`config.mk`:
```
export PLATFORM = sky130hd
export DESIGN_NAME = ccm_counter_control
export DESIGN_NICKNAME = d
export VERILOG_FILES = /design/src/rtl/ccm_pkg.sv /design/src/rtl/ccm_timebase.sv /design/src/rtl/ccm_counter_control.sv
export SDC_FILE = /design/constraint.sdc
export NUM_CORES = 1
export LEC_CHECK = 0
export CORE_ASPECT_RATIO = 1.4
export CORE_MARGIN = 5
export CORE_UTILIZATION = 30
export CTS_BUF_LIST = sky130_fd_sc_hd__clkbuf_8 sky130_fd_sc_hd__clkbuf_16
export DETAILED_ROUTE_END_ITERATION = 7
export DONT_BUFFER_PORTS = 1
export GPL_TIMING_DRIVEN = 0
export MAX_ROUTING_LAYER = met4
export PLACE_DENSITY = 0.56
export SLEW_MARGIN = 20
export SYNTH_ARGS = -nofsm -noshare
export SYNTH_HDL_FRONTEND = slang
export SYNTH_SLANG_ARGS = --single-unit
```
`constraint.sdc`:
```
create_clock -name clk -period 1.6 [get_ports clk]
set_clock_uncertainty 0.05 [all_clocks]
set_input_delay 0.32 -clock clk [delete_from_list [all_inputs] [get_ports clk]]
set_output_delay 0.32 -clock clk [all_outputs]
set_load 0.02 [all_outputs]
```
`src/rtl/ccm_pkg.sv`:
```
package ccm_pkg;
	localparam logic [7:0] CONTROL_FLAGS_ADDR = 8'hd8;
	localparam logic [7:0] MODE_SELECT_ADDR = 8'hd9;
	localparam logic [7:0] CONTROL_FLAGS_RESET = 8'h00;
	localparam logic [7:0] MODE_SELECT_RESET = 8'h00;
	localparam int OVERFLOW_FLAG_BIT = 7;
	localparam int RUN_BIT = 6;
	localparam int MODULE_FLAG_LSB = 0;
	localparam int IDLE_SUSPEND_BIT = 7;
	localparam int TIMEBASE_LSB = 1;
	localparam int TIMEBASE_MSB = 3;
	localparam int OVERFLOW_IRQ_ENABLE_BIT = 0;
	localparam int COUNTER_WIDTH = 16;
	localparam logic [15:0] COUNTER_MAX = 16'hffff;
	localparam logic [15:0] COUNTER_RESET = 16'h0000;
	localparam logic [2:0] TB_SYSCLK_DIV12 = 3'h0;
	localparam logic [2:0] TB_SYSCLK_DIV4 = 3'h1;
	localparam logic [2:0] TB_TIMER0_OVERFLOW = 3'h2;
	localparam logic [2:0] TB_EXTERNAL_FALL = 3'h3;
	localparam logic [2:0] TB_SYSCLK = 3'h4;
	localparam logic [2:0] TB_EXTCLK_DIV8 = 3'h5;
	localparam logic [2:0] TB_LFOSC_DIV8 = 3'h6;
	localparam logic [3:0] DIV12_LAST = 4'hb;
	localparam logic [1:0] DIV4_LAST = 2'h3;
	localparam logic [2:0] DIV8_LAST = 3'h7;
endpackage

```
`src/rtl/ccm_timebase.sv`:
```
`timescale 1ns/10ps
module ccm_timebase (
	input wire logic clk,
	input wire logic resetn,
	input wire logic [2:0] timebaseSelect,
	input wire logic timer0Overflow,
	input wire logic externalCountInput,
	input wire logic extClockIn,
	input wire logic lfoscClockIn,
	output logic tick
);
	logic [3:0] div12;
	logic [1:0] div4;
	logic [2:0] extDiv;
	logic [2:0] lfDiv;
	logic eciPrev;
	logic extPrev;
	logic lfPrev;
	logic eciFall;
	logic extRise;
	logic lfRise;
	logic next_tick;

	assign eciFall = eciPrev && !externalCountInput;
	assign extRise = !extPrev && extClockIn;
	assign lfRise = !lfPrev && lfoscClockIn;

	always_ff @(posedge clk or negedge resetn) begin
		if (!resetn) begin
			eciPrev <= 1'b1;
			extPrev <= 1'b0;
			lfPrev <= 1'b0;
		end else begin
			eciPrev <= externalCountInput;
			extPrev <= extClockIn;
			lfPrev <= lfoscClockIn;
		end
	end

	always_ff @(posedge clk or negedge resetn) begin
		if (!resetn) begin
			div12 <= 4'h0;
			div4 <= 2'h0;
		end else begin
			div12 <= (div12 == ccm_pkg::DIV12_LAST) ? 4'h0 : div12 + 4'h1;
			div4 <= div4 + 2'h1;
		end
	end

	// Slow clocks are counted on their sampled rising edges in the system domain
	always_ff @(posedge clk or negedge resetn) begin
		if (!resetn) begin
			extDiv <= 3'h0;
			lfDiv <= 3'h0;
		end else begin
			if (extRise) begin
				extDiv <= extDiv + 3'h1;
			end
			if (lfRise) begin
				lfDiv <= lfDiv + 3'h1;
			end
		end
	end

	always_comb begin
		next_tick = 1'b0;
		unique case (timebaseSelect)
			ccm_pkg::TB_SYSCLK_DIV12: next_tick = (div12 == ccm_pkg::DIV12_LAST);
			ccm_pkg::TB_SYSCLK_DIV4: next_tick = (div4 == ccm_pkg::DIV4_LAST);
			ccm_pkg::TB_TIMER0_OVERFLOW: next_tick = timer0Overflow;
			ccm_pkg::TB_EXTERNAL_FALL: next_tick = eciFall;
			ccm_pkg::TB_SYSCLK: next_tick = 1'b1;
			ccm_pkg::TB_EXTCLK_DIV8: next_tick = extRise && (extDiv == ccm_pkg::DIV8_LAST);
			ccm_pkg::TB_LFOSC_DIV8: next_tick = lfRise && (lfDiv == ccm_pkg::DIV8_LAST);
			// Code 7 has no source, so the counter never advances
			default: next_tick = 1'b0;
		endcase
	end

	always_ff @(posedge clk or negedge resetn) begin
		if (!resetn) begin
			tick <= 1'b0;
		end else begin
			tick <= next_tick;
		end
	end
endmodule // ccm_timebase

```
`src/rtl/ccm_counter_control.sv`:
```
`timescale 1ns/10ps
module ccm_counter_control #(
	parameter int MODULES = 6
) (
	input wire logic clk,
	input wire logic resetn,
	input wire logic [7:0] sfrAddr,
	input wire logic sfrWrite,
	input wire logic sfrRead,
	input wire logic [7:0] sfrWdata,
	output logic [7:0] sfrRdata,
	input wire logic cpuIdle,
	input wire logic timer0Overflow,
	input wire logic externalCountInput,
	input wire logic extClockIn,
	input wire logic lfoscClockIn,
	input wire logic [MODULES-1:0] moduleCaptureEvent,
	input wire logic [MODULES-1:0] modulePwmMode,
	input wire logic [MODULES-1:0] matchFlagEnable,
	input wire logic [MODULES-1:0] moduleMatchEdge,
	input wire logic [MODULES-1:0] moduleUpEdge,
	input wire logic [MODULES-1:0] moduleIrqEnable,
	output logic [15:0] counterValue,
	output logic counterTick,
	output logic overflowIrq,
	output logic [MODULES-1:0] moduleIrq,
	output logic cpuIrqRequest
);
	if (MODULES < 1 || MODULES > 6) begin : g_check
		$error("MODULES must be between 1 and 6");
	end
	// Module flags share the control byte with the run bit, so they must stay below it
	if (ccm_pkg::MODULE_FLAG_LSB + MODULES > ccm_pkg::RUN_BIT) begin : g_check_layout
		$error("Module flags overlap the run bit");
	end
	if (ccm_pkg::TIMEBASE_MSB - ccm_pkg::TIMEBASE_LSB != 2) begin : g_check_select
		$error("Timebase select field must be three bits wide");
	end
	// The wrap compare is only right when the counter and its maximum agree in width
	if (ccm_pkg::COUNTER_WIDTH != $bits(ccm_pkg::COUNTER_MAX)) begin : g_check_width
		$error("Counter width does not match the wrap value");
	end

	logic overflowFlag;
	logic runBit;
	logic [MODULES-1:0] moduleFlag;
	logic idleSuspend;
	logic [2:0] timebaseSelect;
	logic overflowIrqEnable;
	logic baseTick;
	logic counting;
	logic wrapEvent;
	logic writeControl;
	logic writeMode;
	logic [MODULES-1:0] moduleSet;
	logic [MODULES-1:0] next_moduleFlag;
	logic next_overflowFlag;
	logic [7:0] next_rdata;
	logic idleStall;
	logic overflowRequest;
	logic [MODULES-1:0] moduleRequest;
	logic [7:0] controlWord;
	logic [7:0] modeWord;

	// Address compare shared by the write strobes and the read select
	function automatic logic hits(input logic [7:0] addr, input logic [7:0] target);
		return addr == target;
	endfunction

	assign writeControl = sfrWrite && hits(sfrAddr, ccm_pkg::CONTROL_FLAGS_ADDR);
	assign writeMode = sfrWrite && hits(sfrAddr, ccm_pkg::MODE_SELECT_ADDR);

	ccm_timebase u_timebase (
		.clk(clk),
		.resetn(resetn),
		.timebaseSelect(timebaseSelect),
		.timer0Overflow(timer0Overflow),
		.externalCountInput(externalCountInput),
		.extClockIn(extClockIn),
		.lfoscClockIn(lfoscClockIn),
		.tick(baseTick)
	);

	assign idleStall = idleSuspend && cpuIdle;
	assign counting = baseTick && runBit && !idleStall;
	assign wrapEvent = counting && (counterValue == ccm_pkg::COUNTER_MAX);

	always_ff @(posedge clk or negedge resetn) begin
		if (!resetn) begin
			counterValue <= ccm_pkg::COUNTER_RESET;
		end else if (counting) begin
			counterValue <= counterValue + 16'h0001;
		end
	end

	// Tick rises on the same edge that shows the new count value
	always_ff @(posedge clk or negedge resetn) begin
		if (!resetn) begin
			counterTick <= 1'b0;
		end else begin
			counterTick <= counting;
		end
	end

	// Hardware set beats a software clear landing in the same cycle
	assign next_overflowFlag = wrapEvent ||
		(writeControl ? sfrWdata[ccm_pkg::OVERFLOW_FLAG_BIT] : overflowFlag);

	for (genvar i = 0; i < MODULES; i++) begin : g_module
		assign moduleSet[i] = moduleCaptureEvent[i] ||
			(modulePwmMode[i] && matchFlagEnable[i] &&
			(moduleMatchEdge[i] || moduleUpEdge[i]));
		assign next_moduleFlag[i] = moduleSet[i] ||
			(writeControl ? sfrWdata[ccm_pkg::MODULE_FLAG_LSB + i] : moduleFlag[i]);
	end

	always_ff @(posedge clk or negedge resetn) begin
		if (!resetn) begin
			overflowFlag <= ccm_pkg::CONTROL_FLAGS_RESET[ccm_pkg::OVERFLOW_FLAG_BIT];
		end else begin
			overflowFlag <= next_overflowFlag;
		end
	end

	// Run is plain storage; the counter first obeys it one edge after the write
	always_ff @(posedge clk or negedge resetn) begin
		if (!resetn) begin
			runBit <= ccm_pkg::CONTROL_FLAGS_RESET[ccm_pkg::RUN_BIT];
		end else if (writeControl) begin
			runBit <= sfrWdata[ccm_pkg::RUN_BIT];
		end
	end

	always_ff @(posedge clk or negedge resetn) begin
		if (!resetn) begin
			moduleFlag <= ccm_pkg::CONTROL_FLAGS_RESET[ccm_pkg::MODULE_FLAG_LSB +: MODULES];
		end else begin
			moduleFlag <= next_moduleFlag;
		end
	end

	// Reserved mode bits are not stored and always read as zero
	always_ff @(posedge clk or negedge resetn) begin
		if (!resetn) begin
			idleSuspend <= ccm_pkg::MODE_SELECT_RESET[ccm_pkg::IDLE_SUSPEND_BIT];
			timebaseSelect <= ccm_pkg::MODE_SELECT_RESET[ccm_pkg::TIMEBASE_MSB:ccm_pkg::TIMEBASE_LSB];
			overflowIrqEnable <= ccm_pkg::MODE_SELECT_RESET[ccm_pkg::OVERFLOW_IRQ_ENABLE_BIT];
		end else if (writeMode) begin
			idleSuspend <= sfrWdata[ccm_pkg::IDLE_SUSPEND_BIT];
			timebaseSelect <= sfrWdata[ccm_pkg::TIMEBASE_MSB:ccm_pkg::TIMEBASE_LSB];
			overflowIrqEnable <= sfrWdata[ccm_pkg::OVERFLOW_IRQ_ENABLE_BIT];
		end
	end

	// Each register image is built on its own so the read select stays a plain mux
	always_comb begin
		controlWord = 8'h00;
		controlWord[ccm_pkg::OVERFLOW_FLAG_BIT] = overflowFlag;
		controlWord[ccm_pkg::RUN_BIT] = runBit;
		controlWord[ccm_pkg::MODULE_FLAG_LSB +: MODULES] = moduleFlag;
	end

	always_comb begin
		modeWord = 8'h00;
		modeWord[ccm_pkg::IDLE_SUSPEND_BIT] = idleSuspend;
		modeWord[ccm_pkg::TIMEBASE_MSB:ccm_pkg::TIMEBASE_LSB] = timebaseSelect;
		modeWord[ccm_pkg::OVERFLOW_IRQ_ENABLE_BIT] = overflowIrqEnable;
	end

	// Unmapped addresses read as zero
	always_comb begin
		next_rdata = 8'h00;
		if (hits(sfrAddr, ccm_pkg::CONTROL_FLAGS_ADDR)) begin
			next_rdata = controlWord;
		end else if (hits(sfrAddr, ccm_pkg::MODE_SELECT_ADDR)) begin
			next_rdata = modeWord;
		end
	end

	always_ff @(posedge clk or negedge resetn) begin
		if (!resetn) begin
			sfrRdata <= 8'h00;
		end else if (sfrRead) begin
			sfrRdata <= next_rdata;
		end
	end

	assign overflowRequest = overflowFlag && overflowIrqEnable;
	assign moduleRequest = moduleFlag & moduleIrqEnable;

	// Requests follow the stored flags one cycle later so that outputs stay registered
	always_ff @(posedge clk or negedge resetn) begin
		if (!resetn) begin
			overflowIrq <= 1'b0;
		end else begin
			overflowIrq <= overflowRequest;
		end
	end

	always_ff @(posedge clk or negedge resetn) begin
		if (!resetn) begin
			moduleIrq <= '0;
		end else begin
			moduleIrq <= moduleRequest;
		end
	end

	// Built from the same terms as the two outputs above, so it never leads or trails them
	always_ff @(posedge clk or negedge resetn) begin
		if (!resetn) begin
			cpuIrqRequest <= 1'b0;
		end else begin
			cpuIrqRequest <= overflowRequest || (|moduleRequest);
		end
	end
endmodule // ccm_counter_control

```
* After elaboration in Yosys (flattened, before gate mapping) *
Cells that the tools add are included.

operators by class
  add/subtract/negate cells = 5
  $mul = 0
  divide/modulo/power cells = 0
  order comparisons = 0
  equal/unequal tests = 13
  shift-type cells = 0
  mux-type cells = 11
  bitwise gates (word level) = 1
  reduce and logical (&&, ||, !) cells = 50

operators by type and width
  kind                                           number
  logical AND 1 bit                              24
  logical OR 1 bit                               20
  adder 16 x 1 -> 16 bit, second input constant  1
  == test 16 bit, second input constant          1
  == test 8 bit, second input constant           2
  2-to-1 mux 8 bit                               2
  == test 3 bit, second input constant           5
  2-to-1 mux 1 bit                               7
  one-hot mux 1 bit (7 select lines)             1
  adder 3 x 1 -> 3 bit, second input constant    2
  bitwise AND 6 bit                              1
  == test 3 x 2 -> 1 bit, second input constant  2
  OR reduction 6 bit                             1
  adder 4 x 1 -> 4 bit, second input constant    1
  == test 4 bit, second input constant           1
  logical NOT 1 bit                              4
  2-to-1 mux 4 bit                               1
  == test 3 x 1 -> 1 bit, second input constant  1
  logical NOT 3 bit                              1
  adder 2 x 1 -> 2 bit, second input constant    1
  == test 2 bit, second input constant           1

word-level totals
  register bits = 62
  bits in latches = 0
  RAM bits = 0
  bits in read-only memories = 0
  input bits = 61
  output and inout port bits = 33
  logic and storage cells = 100
  memories = 0

* Longest topological paths before layout *
Gate-level depths: netlist of the first run.

  word-level depth = 5
  gate-level depth with buffers = 5
  gate-level depth less buffers = 5

* Cells and area by module *
From an unflattened synthesis of the first run, not the netlist that was laid out.

unflattened totals
  cell total of the unflattened synthesis = 199
  area, all modules = 2622.5 µm²

modules (own cells, without submodules)
  module               instances  cells each  area an instance (µm²)  sequential area each (µm²)
  ccm_counter_control  1          149         1943.1                  1151.1
  ccm_timebase         1          50          679.4                   401.6

* Worst setup path before layout of the first run *
No wires, ideal clock.

  kind = register -> register
  from = reg counterValue[2]
  to = reg counterValue[9]
  library setup time = 130 ps
  arrival time = 1434 ps
  required time = 1420 ps
  setup slack = -14 ps
  cell stages (with the launch flop) = 5
  buffers on the path = 0
  period minus slack after synthesis = 1614 ps
  cell sequence = dfrtp_1 -> nand3_1 -> nor3b_4 -> or3b_1 -> xnor2_1

on the way
  cells in the longest elaborated chain, start to end = 1

RTL lines
  element                 line                       text
  from (decl)             ccm_counter_control.sv:23  output logic [15:0] counterValue,
  from (signal assigned)  ccm_counter_control.sv:90  counterValue <= ccm_pkg::COUNTER_RESET;
  from (signal assigned)  ccm_counter_control.sv:92  counterValue <= counterValue + 16'h0001;
  adder 16 x 1 -> 16 bit  ccm_counter_control.sv:92

No other way between the ends.
A chain may end at the register's enable or synchronous reset.

* Worst setup path in the final report of the first run *
  from = reg moduleFlag[1]
  to = reg cpuIrqRequest

on the way
  cells in the longest elaborated chain, start to end = 3

RTL lines
  element                 line                        text
  from (decl)             ccm_counter_control.sv:46   logic [MODULES-1:0] moduleFlag;
  from (signal assigned)  ccm_counter_control.sv:136  moduleFlag <= ccm_pkg::CONTROL_FLAGS_RESET[ccm_pkg::MODULE_FLAG_LSB +: MODULES];
  from (signal assigned)  ccm_counter_control.sv:138  moduleFlag <= next_moduleFlag;
  bitwise AND 6 bit       ccm_counter_control.sv:189  assign moduleRequest = moduleFlag & moduleIrqEnable;
  via moduleRequest[1]    ccm_counter_control.sv:61   logic [MODULES-1:0] moduleRequest;
  OR reduction 6 bit      ccm_counter_control.sv:213  cpuIrqRequest <= overflowRequest || (|moduleRequest);
  logical OR 1 bit        ccm_counter_control.sv:213
  to (signal assigned)    ccm_counter_control.sv:213
  to (decl)               ccm_counter_control.sv:27   output logic cpuIrqRequest

The timed path passes the listed nets, and every way through them passes these cells.

==> results.txt, run 1 <==
----------------------------------------------------
[Outcome]
  Result of the run ... finished, violations left
  Violated checks ... hold timing, setup timing

[Yosys]
  Share of synthesized area occupied by flip-flops and latches ... roughly three fifths
  Synthesis-stage register bit count ... slightly above 60
  Synth Warn # ... 0
  Syn Area/Cell ... 12.7 um2
  Count of unique library cells instantiated by Yosys ... 36
  Gate count after technology mapping ... roughly 210
  Synthesized net count ... 274
  Syn Std Cell Area ... 0.00262 mm2

[Routing]
  Total routed wirelength ... 5.84 mm
  Vias ... 1659
  Number of design rule violations left after detail routing ... 0
  Drt via density ... 4.98
  WL per Instance ... 17.5 um
  1st-pass router iterations ... 4
  Initial detailed-routing violation count ... 71
  Detail Route Antenna Nets ... 0

[Power and ir drop]
  Clock power share ... 45.8%
  Switching part of the total ... between 20% and 30%
  Relative contribution of combinational cells to total power ... under 10%
  Power Total ... between 3000 and 4000 uW
  Sw Pwr ... 874 uW
  Internal power ... between 2000 and 3000 uW
  Worst voltage drop across the vdd grid ... 0.000458 V
  PwrDens ... 1220 mW/mm2
  Static leakage ... 0.00140 uW
  Sequential fraction of design power ... between 40% and 50%

[Placed design]
  Placed Cells incl. Taps ... 311
  # port buffers ... 0
  Detailed placement HPWL ... 4.26 mm
  DP Worst Slack ... -271 ps
  Global placer's final weighted congestion ... ~0.7
  Area post-placement ... around 0.0028 mm2

[STA]
  Total count of max-transition violations in the final report ... 0
  Setup repair after global routing missed its margin ... true
  Maximum operating frequency ... 604 MHz
  Final worst slack ... -56.7 ps
  Number of failing hold endpoints at the final stage ... 62
  Worst hold slack across all endpoints ... -362 ps
  Count of final setup violators ... 1
  Slew headroom ... 60.5%
  Final min period ... 1660 ps
  Pin slew with the least headroom to its limit ... 590 ps
  Fin crit share ... 104%

[Clocking]
  Root Buffer Master ... sky130_fd_sc_hd__clkbuf_16
  Count of H-tree levels built during CTS ... 3
  Clock-pin transition on the worst setup and hold timing paths ... 50 ps
  Clock Sink Count ... 62
  TritonCTS clock tree ... done
  TritonCTS Buffers ... 9
  Hold_buf cts ... 3
  Clock latency reported for the late side of the worst-skew pair ... roughly 330 ps
  Maximum count of clock buffers along a single path ... 2

[Global routing]
  Pin count of the biggest net entering global routing ... 63
  Total congestion overflow after global routing ... 0
  Overall fraction of global-route tracks in use ... 12.4%
  Via count of the first global-routing pass ... 1850
  Number of antenna violations at the first check in global routing ... 0
  First-pass GRT wire length ... approximately 9.6 mm

[Final layout]
  Share of cells above drive strength 1 ... 20.2%
  Area growth syn-to-layout ... 18.4%
  Most frequent standard cell in the layout excluding fill and tap cells ... sky130_fd_sc_hd__dfrtp_1
  Highest-count cells in the layout ignoring fill and taps ... sky130_fd_sc_hd__dfrtp_1 (53), sky130_fd_sc_hd__nand2_1 (15), sky130_fd_sc_hd__mux2_2 (11)
  Combined area of the multi-input logic cells ... between 0.001 and 0.0015 mm2
  Finished Cell Area ... around 0.0031 mm2
  Count of nets after finishing ... 291
  Count of inserted antenna diode cells ... 0
  Count of fill cells added during filler insertion ... 838
  Sequential cell area ... 0.00156 mm2
  Post-Layout Cell Count ... between 300 and 400

[Setup path]
  Slowest Stage Delay on Critical Path ... 530 ps
  Type of the setup path with the least slack ... reg -> reg
  Startpoint type of the worst setup path ... register
  Top delay family on crit path ... simple AND/OR/NAND/NOR gates
  Slowest stage cell, crit path ... sky130_fd_sc_hd__or4_4
  Critical path endpoint category ... register
  CP Launch Point ... moduleFlag[1]
  Series of cell instances along the critical path ... and2_4, or4_4, or4_4
  Most Frequent Cell on Critical Path ... sky130_fd_sc_hd__or4_4
  Startpoint of the most critical register-to-register path ... moduleFlag[1]
  Biggest fanout along the worst timing path ... 2
  Data arrival time of the worst path ... between 1500 and 2000 ps
  Buf+Inv Stages, Crit Path ... 0
  WP data required ... ~1800 ps

[Floorplanning]
  Top Ports ... 94
  Die outline height ... roughly 120 um
  Die area ... 0.0107 mm2
  Core ar. ... between 0.008 and 0.009 mm2
  Die span in x ... 89 um
  Effective utilization at floorplan ... 30.6%
  Placement Rows ... 40

[Hold path]
  Tightest Hold Check Type ... in -> async

[Flow run]
  Number of max-cap violations ... 0

----------------------------------------------------
==> repair_timing <==
| item | in CTS | in global routing |
|---|---|---|
| buffers inserted | 3 | 0 |
| pin swaps | 1 | 2 |
| endpoints found under the setup margin | 8 | 8 |
| hold endpoints to repair | 65 | 62 |
| gates resized for setup | 4 | 7 |
==> registers in the layout, summed over array words and instances, names as in the netlist <==
name and count:
idleSuspend 1, sfrRdata 8, timebaseSelect 3, u_timebase.tick 1
u_timebase.extDiv 3, u_timebase.div12 4, overflowIrq 1, u_timebase.lfDiv 3
cpuIrqRequest 1, moduleIrq 6, u_timebase.eciPrev 1, overflowFlag 1
counterTick 1, u_timebase.lfPrev 1, moduleFlag 6, u_timebase.div4 2
runBit 1, overflowIrqEnable 1, counterValue 16, u_timebase.extPrev 1
==> per-layer routing <==
| metal | GRT usage [%] | share of wire [%] |
|---|---|---|
| met4 | 6.70 | 2.7 |
| met1 | 14.0 | 39 |
| met3 | 4.91 | 7.5 |
| met5 | - | 0 |
| met2 | 18.5 | 50 |
==> synthesized netlist by cell type <==
| cell type | number | share of area, % |
|---|---|---|
| sky130_fd_sc_hd__nand3_1 | 8 | 1.5 |
| sky130_fd_sc_hd__ha_1 | 7 | 3.3 |
| sky130_fd_sc_hd__nand4_1 | 3 | 0.72 |
| sky130_fd_sc_hd__dfrtp_1 | 61 | 58 |
| sky130_fd_sc_hd__nor3b_4 | 1 | 0.72 |
| sky130_fd_sc_hd__or3b_1 | 1 | 0.33 |
| sky130_fd_sc_hd__nand2b_1 | 2 | 0.48 |
| sky130_fd_sc_hd__xnor2_1 | 10 | 3.3 |
| sky130_fd_sc_hd__nand3b_1 | 8 | 2.3 |
| sky130_fd_sc_hd__mux2i_1 | 7 | 2.7 |
| sky130_fd_sc_hd__nor2b_1 | 8 | 1.9 |
| sky130_fd_sc_hd__xor2_1 | 8 | 2.7 |
| sky130_fd_sc_hd__and4b_1 | 1 | 0.38 |
| sky130_fd_sc_hd__and2_4 | 1 | 0.33 |
| sky130_fd_sc_hd__nor4_1 | 1 | 0.24 |
| sky130_fd_sc_hd__and2_1 | 7 | 1.7 |
| sky130_fd_sc_hd__inv_1 | 5 | 0.72 |
| sky130_fd_sc_hd__nor2_1 | 6 | 0.86 |
| sky130_fd_sc_hd__a31oi_1 | 1 | 0.24 |
| sky130_fd_sc_hd__a221o_1 | 5 | 1.9 |
| sky130_fd_sc_hd__a311oi_1 | 1 | 0.33 |
| sky130_fd_sc_hd__nand2_1 | 15 | 2.1 |
| sky130_fd_sc_hd__o22ai_1 | 1 | 0.24 |
| sky130_fd_sc_hd__nor3_1 | 1 | 0.19 |
| sky130_fd_sc_hd__a21o_1 | 1 | 0.29 |
| sky130_fd_sc_hd__nand4_2 | 1 | 0.48 |
| sky130_fd_sc_hd__or3b_2 | 1 | 0.33 |
| sky130_fd_sc_hd__a21oi_1 | 4 | 0.76 |
| sky130_fd_sc_hd__or4_1 | 2 | 0.57 |
| sky130_fd_sc_hd__and4_1 | 1 | 0.33 |
| sky130_fd_sc_hd__and3_1 | 3 | 0.72 |
| sky130_fd_sc_hd__o211ai_1 | 6 | 1.7 |
| sky130_fd_sc_hd__mux2_2 | 11 | 4.7 |
| sky130_fd_sc_hd__dfstp_2 | 1 | 1.0 |
| sky130_fd_sc_hd__o21ai_0 | 3 | 0.57 |
| sky130_fd_sc_hd__a22o_1 | 3 | 1.0 |
==> cell families (layout without fill, tap and decap cells) <==
family	Yosys count	in the layout	synth area share, %
simple gates	71	71	16.2
flops	62	62	59.2
compound gates	25	25	7.06
xor+xnor	18	18	6.01
mux	18	18	7.40
fa+ha+maj	7	7	3.34
buf+inv	5	27	0.716
==> per-stage QoR <==
step | hold WS, ps | setup TNS (ps) | utilization, %
floorplan | -25.6 | 0 | -
global placement | -23.3 | -1950 | 32.2
detailed placement | -23.1 | -2070 | 32.2
CTS | -378 | -61.6 | 36.1
global route | -382 | -89.1 | 36.3
finish | -362 | -56.7 | 36.3
==> power by group through the flow <==
stage,logic [uW],registers (uW),clock network [uW]
floorplan,193,1810,0
global placement,215,1830,0
detailed placement,240,1840,0
CTS,251,1810,1790
global route,294,1820,1860
finish,244,1810,1730
==> final timing paths <==
check	to	slack [ps]	depth (start not counted)
setup reg to reg	cpuIrqRequest	-60	3
hold / removal	moduleFlag[1]	-360	0
min in group clk	moduleFlag[2]	50	1
max in group asynchronous	u_timebase.eciPrev	1640	0
setup / recovery	cpuIrqRequest	-60	3
hold reg to reg	u_timebase.div4[0]	370	1
==> layout make-up <==
| cell class | instances | area share [%] |
|---|---|---|
| inverters | 5 | 0.605 |
| clock inverters | 6 | 0.927 |
| clock buffers | 10 | 7.70 |
| repair buffers | 6 | 1.69 |
| multi-input cells | 139 | 34.5 |
| well taps | 105 | 4.23 |
| flip-flops and latches | 62 | 50.3 |
Power figures use the tool's default switching activity.
==> run 2, diff against run 1 <==
==> constraint.sdc (replaced) <==
create_clock -name clk -period 1.5 [get_ports clk]
set_clock_uncertainty 0.05 [all_clocks]
set_input_delay 0.3 -clock clk [delete_from_list [all_inputs] [get_ports clk]]
set_output_delay 0.3 -clock clk [all_outputs]
set_load 0.02 [all_outputs]
==> run 2 against run 1 <==
The run still ends with hold timing, setup timing left; global-route usage is 0.29 points lower; clock power grew 19%; die area did not move; combinational power is 4% higher; non-clock buffer count grew 1; setup slack lost 110 ps; cell count rose by 0.30%; sequential share of layout area decreased by 1.3 points; total power increased by 12%; cell area grew 2.9%; wire length rose by 1.2%; largest power group is now clock.
==> results.txt, run 2 (synthesized netlist as in run 1, its figures left out) <==
----------------------------------------------------
[Clocking]
  TritonCTS Buffers ... 9 (unchanged)
  Count of H-tree levels built during CTS ... 3 (unchanged)
  Clock latency reported for the late side of the worst-skew pair ... 330 ps (about the same)
  TritonCTS clock tree ... done (unchanged)
  Hold_buf cts ... 3 (unchanged)
  Clock Sink Count ... 62 (unchanged)
  Maximum count of clock buffers along a single path ... 2 (unchanged)
  Clock-pin transition on the worst setup and hold timing paths ... 50 ps (about the same)
  Root Buffer Master ... sky130_fd_sc_hd__clkbuf_16 (unchanged)

[Floorplanning]
  Core ar. ... 0.00856 mm2 (unchanged)
  Top Ports ... 94 (unchanged)
  Placement Rows ... 40 (unchanged)
  Die outline height ... 121 um (unchanged)
  Effective utilization at floorplan ... 30.6% (unchanged)
  Die area ... 0.0107 mm2 (unchanged)
  Die span in x ... 89 um (unchanged)

[Hold path]
  Tightest Hold Check Type ... in -> async (unchanged)

[Final layout]
  Count of fill cells added during filler insertion ... 800 (was 838)
  Most frequent standard cell in the layout excluding fill and tap cells ... sky130_fd_sc_hd__dfrtp_1 (unchanged)
  Sequential cell area ... 0.00157 mm2 (was 0.00156 mm2)
  Share of cells above drive strength 1 ... 24.9% (was 20.2%)
  Count of inserted antenna diode cells ... 0 (unchanged)
  Count of nets after finishing ... 292 (was 291)
  Post-Layout Cell Count ... 334 (was 333)
  Finished Cell Area ... 0.00319 mm2 (was 0.00310 mm2)
  Area growth syn-to-layout ... 21.8% (was 18.4%)
  Max FFs per register ... 16 (unchanged)
  Highest-count cells in the layout ignoring fill and taps ... sky130_fd_sc_hd__dfrtp_1 (50), sky130_fd_sc_hd__nand2_1 (15), sky130_fd_sc_hd__mux2_2 (11), sky130_fd_sc_hd__dfrtp_2 (11), sky130_fd_sc_hd__xnor2_1 (10) (was sky130_fd_sc_hd__dfrtp_1 (53), sky130_fd_sc_hd__nand2_1 (15), sky130_fd_sc_hd__mux2_2 (11))
  Combined area of the multi-input logic cells ... 0.00111 mm2 (was 0.00107 mm2)
  Largest Register ... counterValue (unchanged)
  Largest registers in the final layout ... counterValue: 16 flops, sfrRdata: 8 flops (unchanged)

[Routing]
  1st-pass router iterations ... 4 (unchanged)
  Initial detailed-routing violation count ... 69 (was 71)
  Detail Route Antenna Nets ... 0 (unchanged)
  Drt via density ... 5.02 (was 4.98)
  Vias ... 1676 (was 1659)
  Number of design rule violations left after detail routing ... 0 (unchanged)
  WL per Instance ... 17.7 um (was 17.5 um)
  Total routed wirelength ... 5.91 mm (was 5.84 mm)

[Global routing]
  Total congestion overflow after global routing ... 0 (unchanged)
  Overall fraction of global-route tracks in use ... 12.1% (was 12.4%)
  Via count of the first global-routing pass ... 1775 (was 1850)
  First-pass GRT wire length ... 9.32 mm (was 9.56 mm)
  Pin count of the biggest net entering global routing ... 63 (unchanged)
  Number of antenna violations at the first check in global routing ... 0 (unchanged)

[Flow run]
  Number of max-cap violations ... 0 (unchanged)

[STA]
  Setup repair after global routing missed its margin ... true (unchanged)
  Final worst slack ... -162 ps (was -56.7 ps)
  Count of final setup violators ... 2 (was 1)
  Number of failing hold endpoints at the final stage ... 62 (unchanged)
  Worst hold slack across all endpoints ... -388 ps (was -362 ps)
  Fin crit share ... 111% (was 104%)
  Final min period ... 1660 ps (about the same)
  Slew headroom ... 62.4% (was 60.5%)
  Maximum operating frequency ... 602 MHz (was 604 MHz)
  Total count of max-transition violations in the final report ... 0 (unchanged)
  Pin slew with the least headroom to its limit ... 561 ps (was 590 ps)

[Setup path]
  Critical path endpoint category ... register (unchanged)
  Data arrival time of the worst path ... 1810 ps (was 1800 ps)
  Most Frequent Cell on Critical Path ... sky130_fd_sc_hd__or4_4 (unchanged)
  Series of cell instances along the critical path ... and2_4, or4_4, or4_4 (unchanged)
  WP data required ... 1640 ps (was 1750 ps)
  Slowest Stage Delay on Critical Path ... 520 ps (was 530 ps)
  Type of the setup path with the least slack ... reg -> reg (unchanged)
  Biggest fanout along the worst timing path ... 2 (unchanged)
  Startpoint type of the worst setup path ... register (unchanged)
  Slowest stage cell, crit path ... sky130_fd_sc_hd__or4_4 (unchanged)

[Placed design]
  # port buffers ... 0 (unchanged)
  Area post-placement ... 0.00276 mm2 (about the same)
  Detailed placement HPWL ... 4.28 mm (was 4.26 mm)
  Placed Cells incl. Taps ... 311 (unchanged)
  DP Worst Slack ... -271 ps (about the same)
  Global placer's final weighted congestion ... 0.722 (was 0.717)

[Outcome]
  Violated checks ... hold timing, setup timing (unchanged)
  Result of the run ... finished, violations left (unchanged)

[Power and ir drop]
  PwrDens ... 1330 mW/mm2 (was 1220 mW/mm2)
  Worst voltage drop across the vdd grid ... 0.000750 V (was 0.000458 V)
  Static leakage ... 0.00141 uW (was 0.00140 uW)

----------------------------------------------------
[run 2: cell types whose count changed in the layout (fill, tap and decap cells not counted), sizes merged]
cell | before | now
clkinv | 5 | 3
bufinv | 0 | 1
buf | 3 | 4
clkbuf | 10 | 11
[run 2: per-stage QoR]
| step | setup TNS, ps | power (uW) | util, % | hold slack (ps) |
|---|---|---|---|---|
| after CTS | -179 | 4310 | 36.6 | -398 |
| after floorplan | -152 | 2140 | - | -45.6 |
| after global routing | -402 | 4450 | 37.3 | -403 |
| after detailed placement | -2850 | 2200 | 32.3 | -44.4 |
| final | -165 | 4260 | 37.3 | -388 |
| after global placement | -2130 | 2180 | 32.3 | -44.0 |
[run 2: cell type report]
| cell class | instances | area share (%) |
|---|---|---|
| inverter | 5 | 0.588 |
| sequential | 62 | 49.1 |
| clock inverter | 5 | 1.53 |
| timing repair buffer | 7 | 2.00 |
| multi-input combinational | 139 | 34.8 |
| clock buffer | 11 | 7.92 |
| tap | 105 | 4.11 |
[run 2: where the power goes]
group          switching [uW]  internal, uW
clock                     705          1360
sequential                132          1810
combinational            92.8           160
[run 2: layer usage]
metal / wire [um] / GRT usage (%)
met5: 0 / -
met4: 140 / 7.26
met3: 392 / 3.61
met2: 3080 / 18.5
met1: 2300 / 13.7
[run 2: what timing repair did]
item / CTS / global route
cloned: 0 / 0
buffers inserted: 2 / 2
hold endpoints to repair: 65 / 62
pin swaps: 3 / 8
setup endpoints to repair: 13 / 13
gates resized for setup: 9 / 14
[run 2: worst paths after layout]
path / from / to / slack (ps) / cells past startpoint
min in group clk: moduleCaptureEvent[5] / moduleFlag[5] / 30 / 1
hold / removal: resetn / counterValue[8] / -390 / 0
hold reg to reg: u_timebase.div4[0] / u_timebase.div4[0] / 380 / 1
max in group asynchronous: resetn / u_timebase.eciPrev / 1600 / 0
setup reg to reg: moduleFlag[1] / cpuIrqRequest / -160 / 3
setup / recovery: moduleFlag[1] / cpuIrqRequest / -160 / 3
[run 2: worst max-delay path: cells and delay by family (launching register included)]
family | cells | cell delay, ps
flops | 1 | 400
simple gates | 3 | 1080
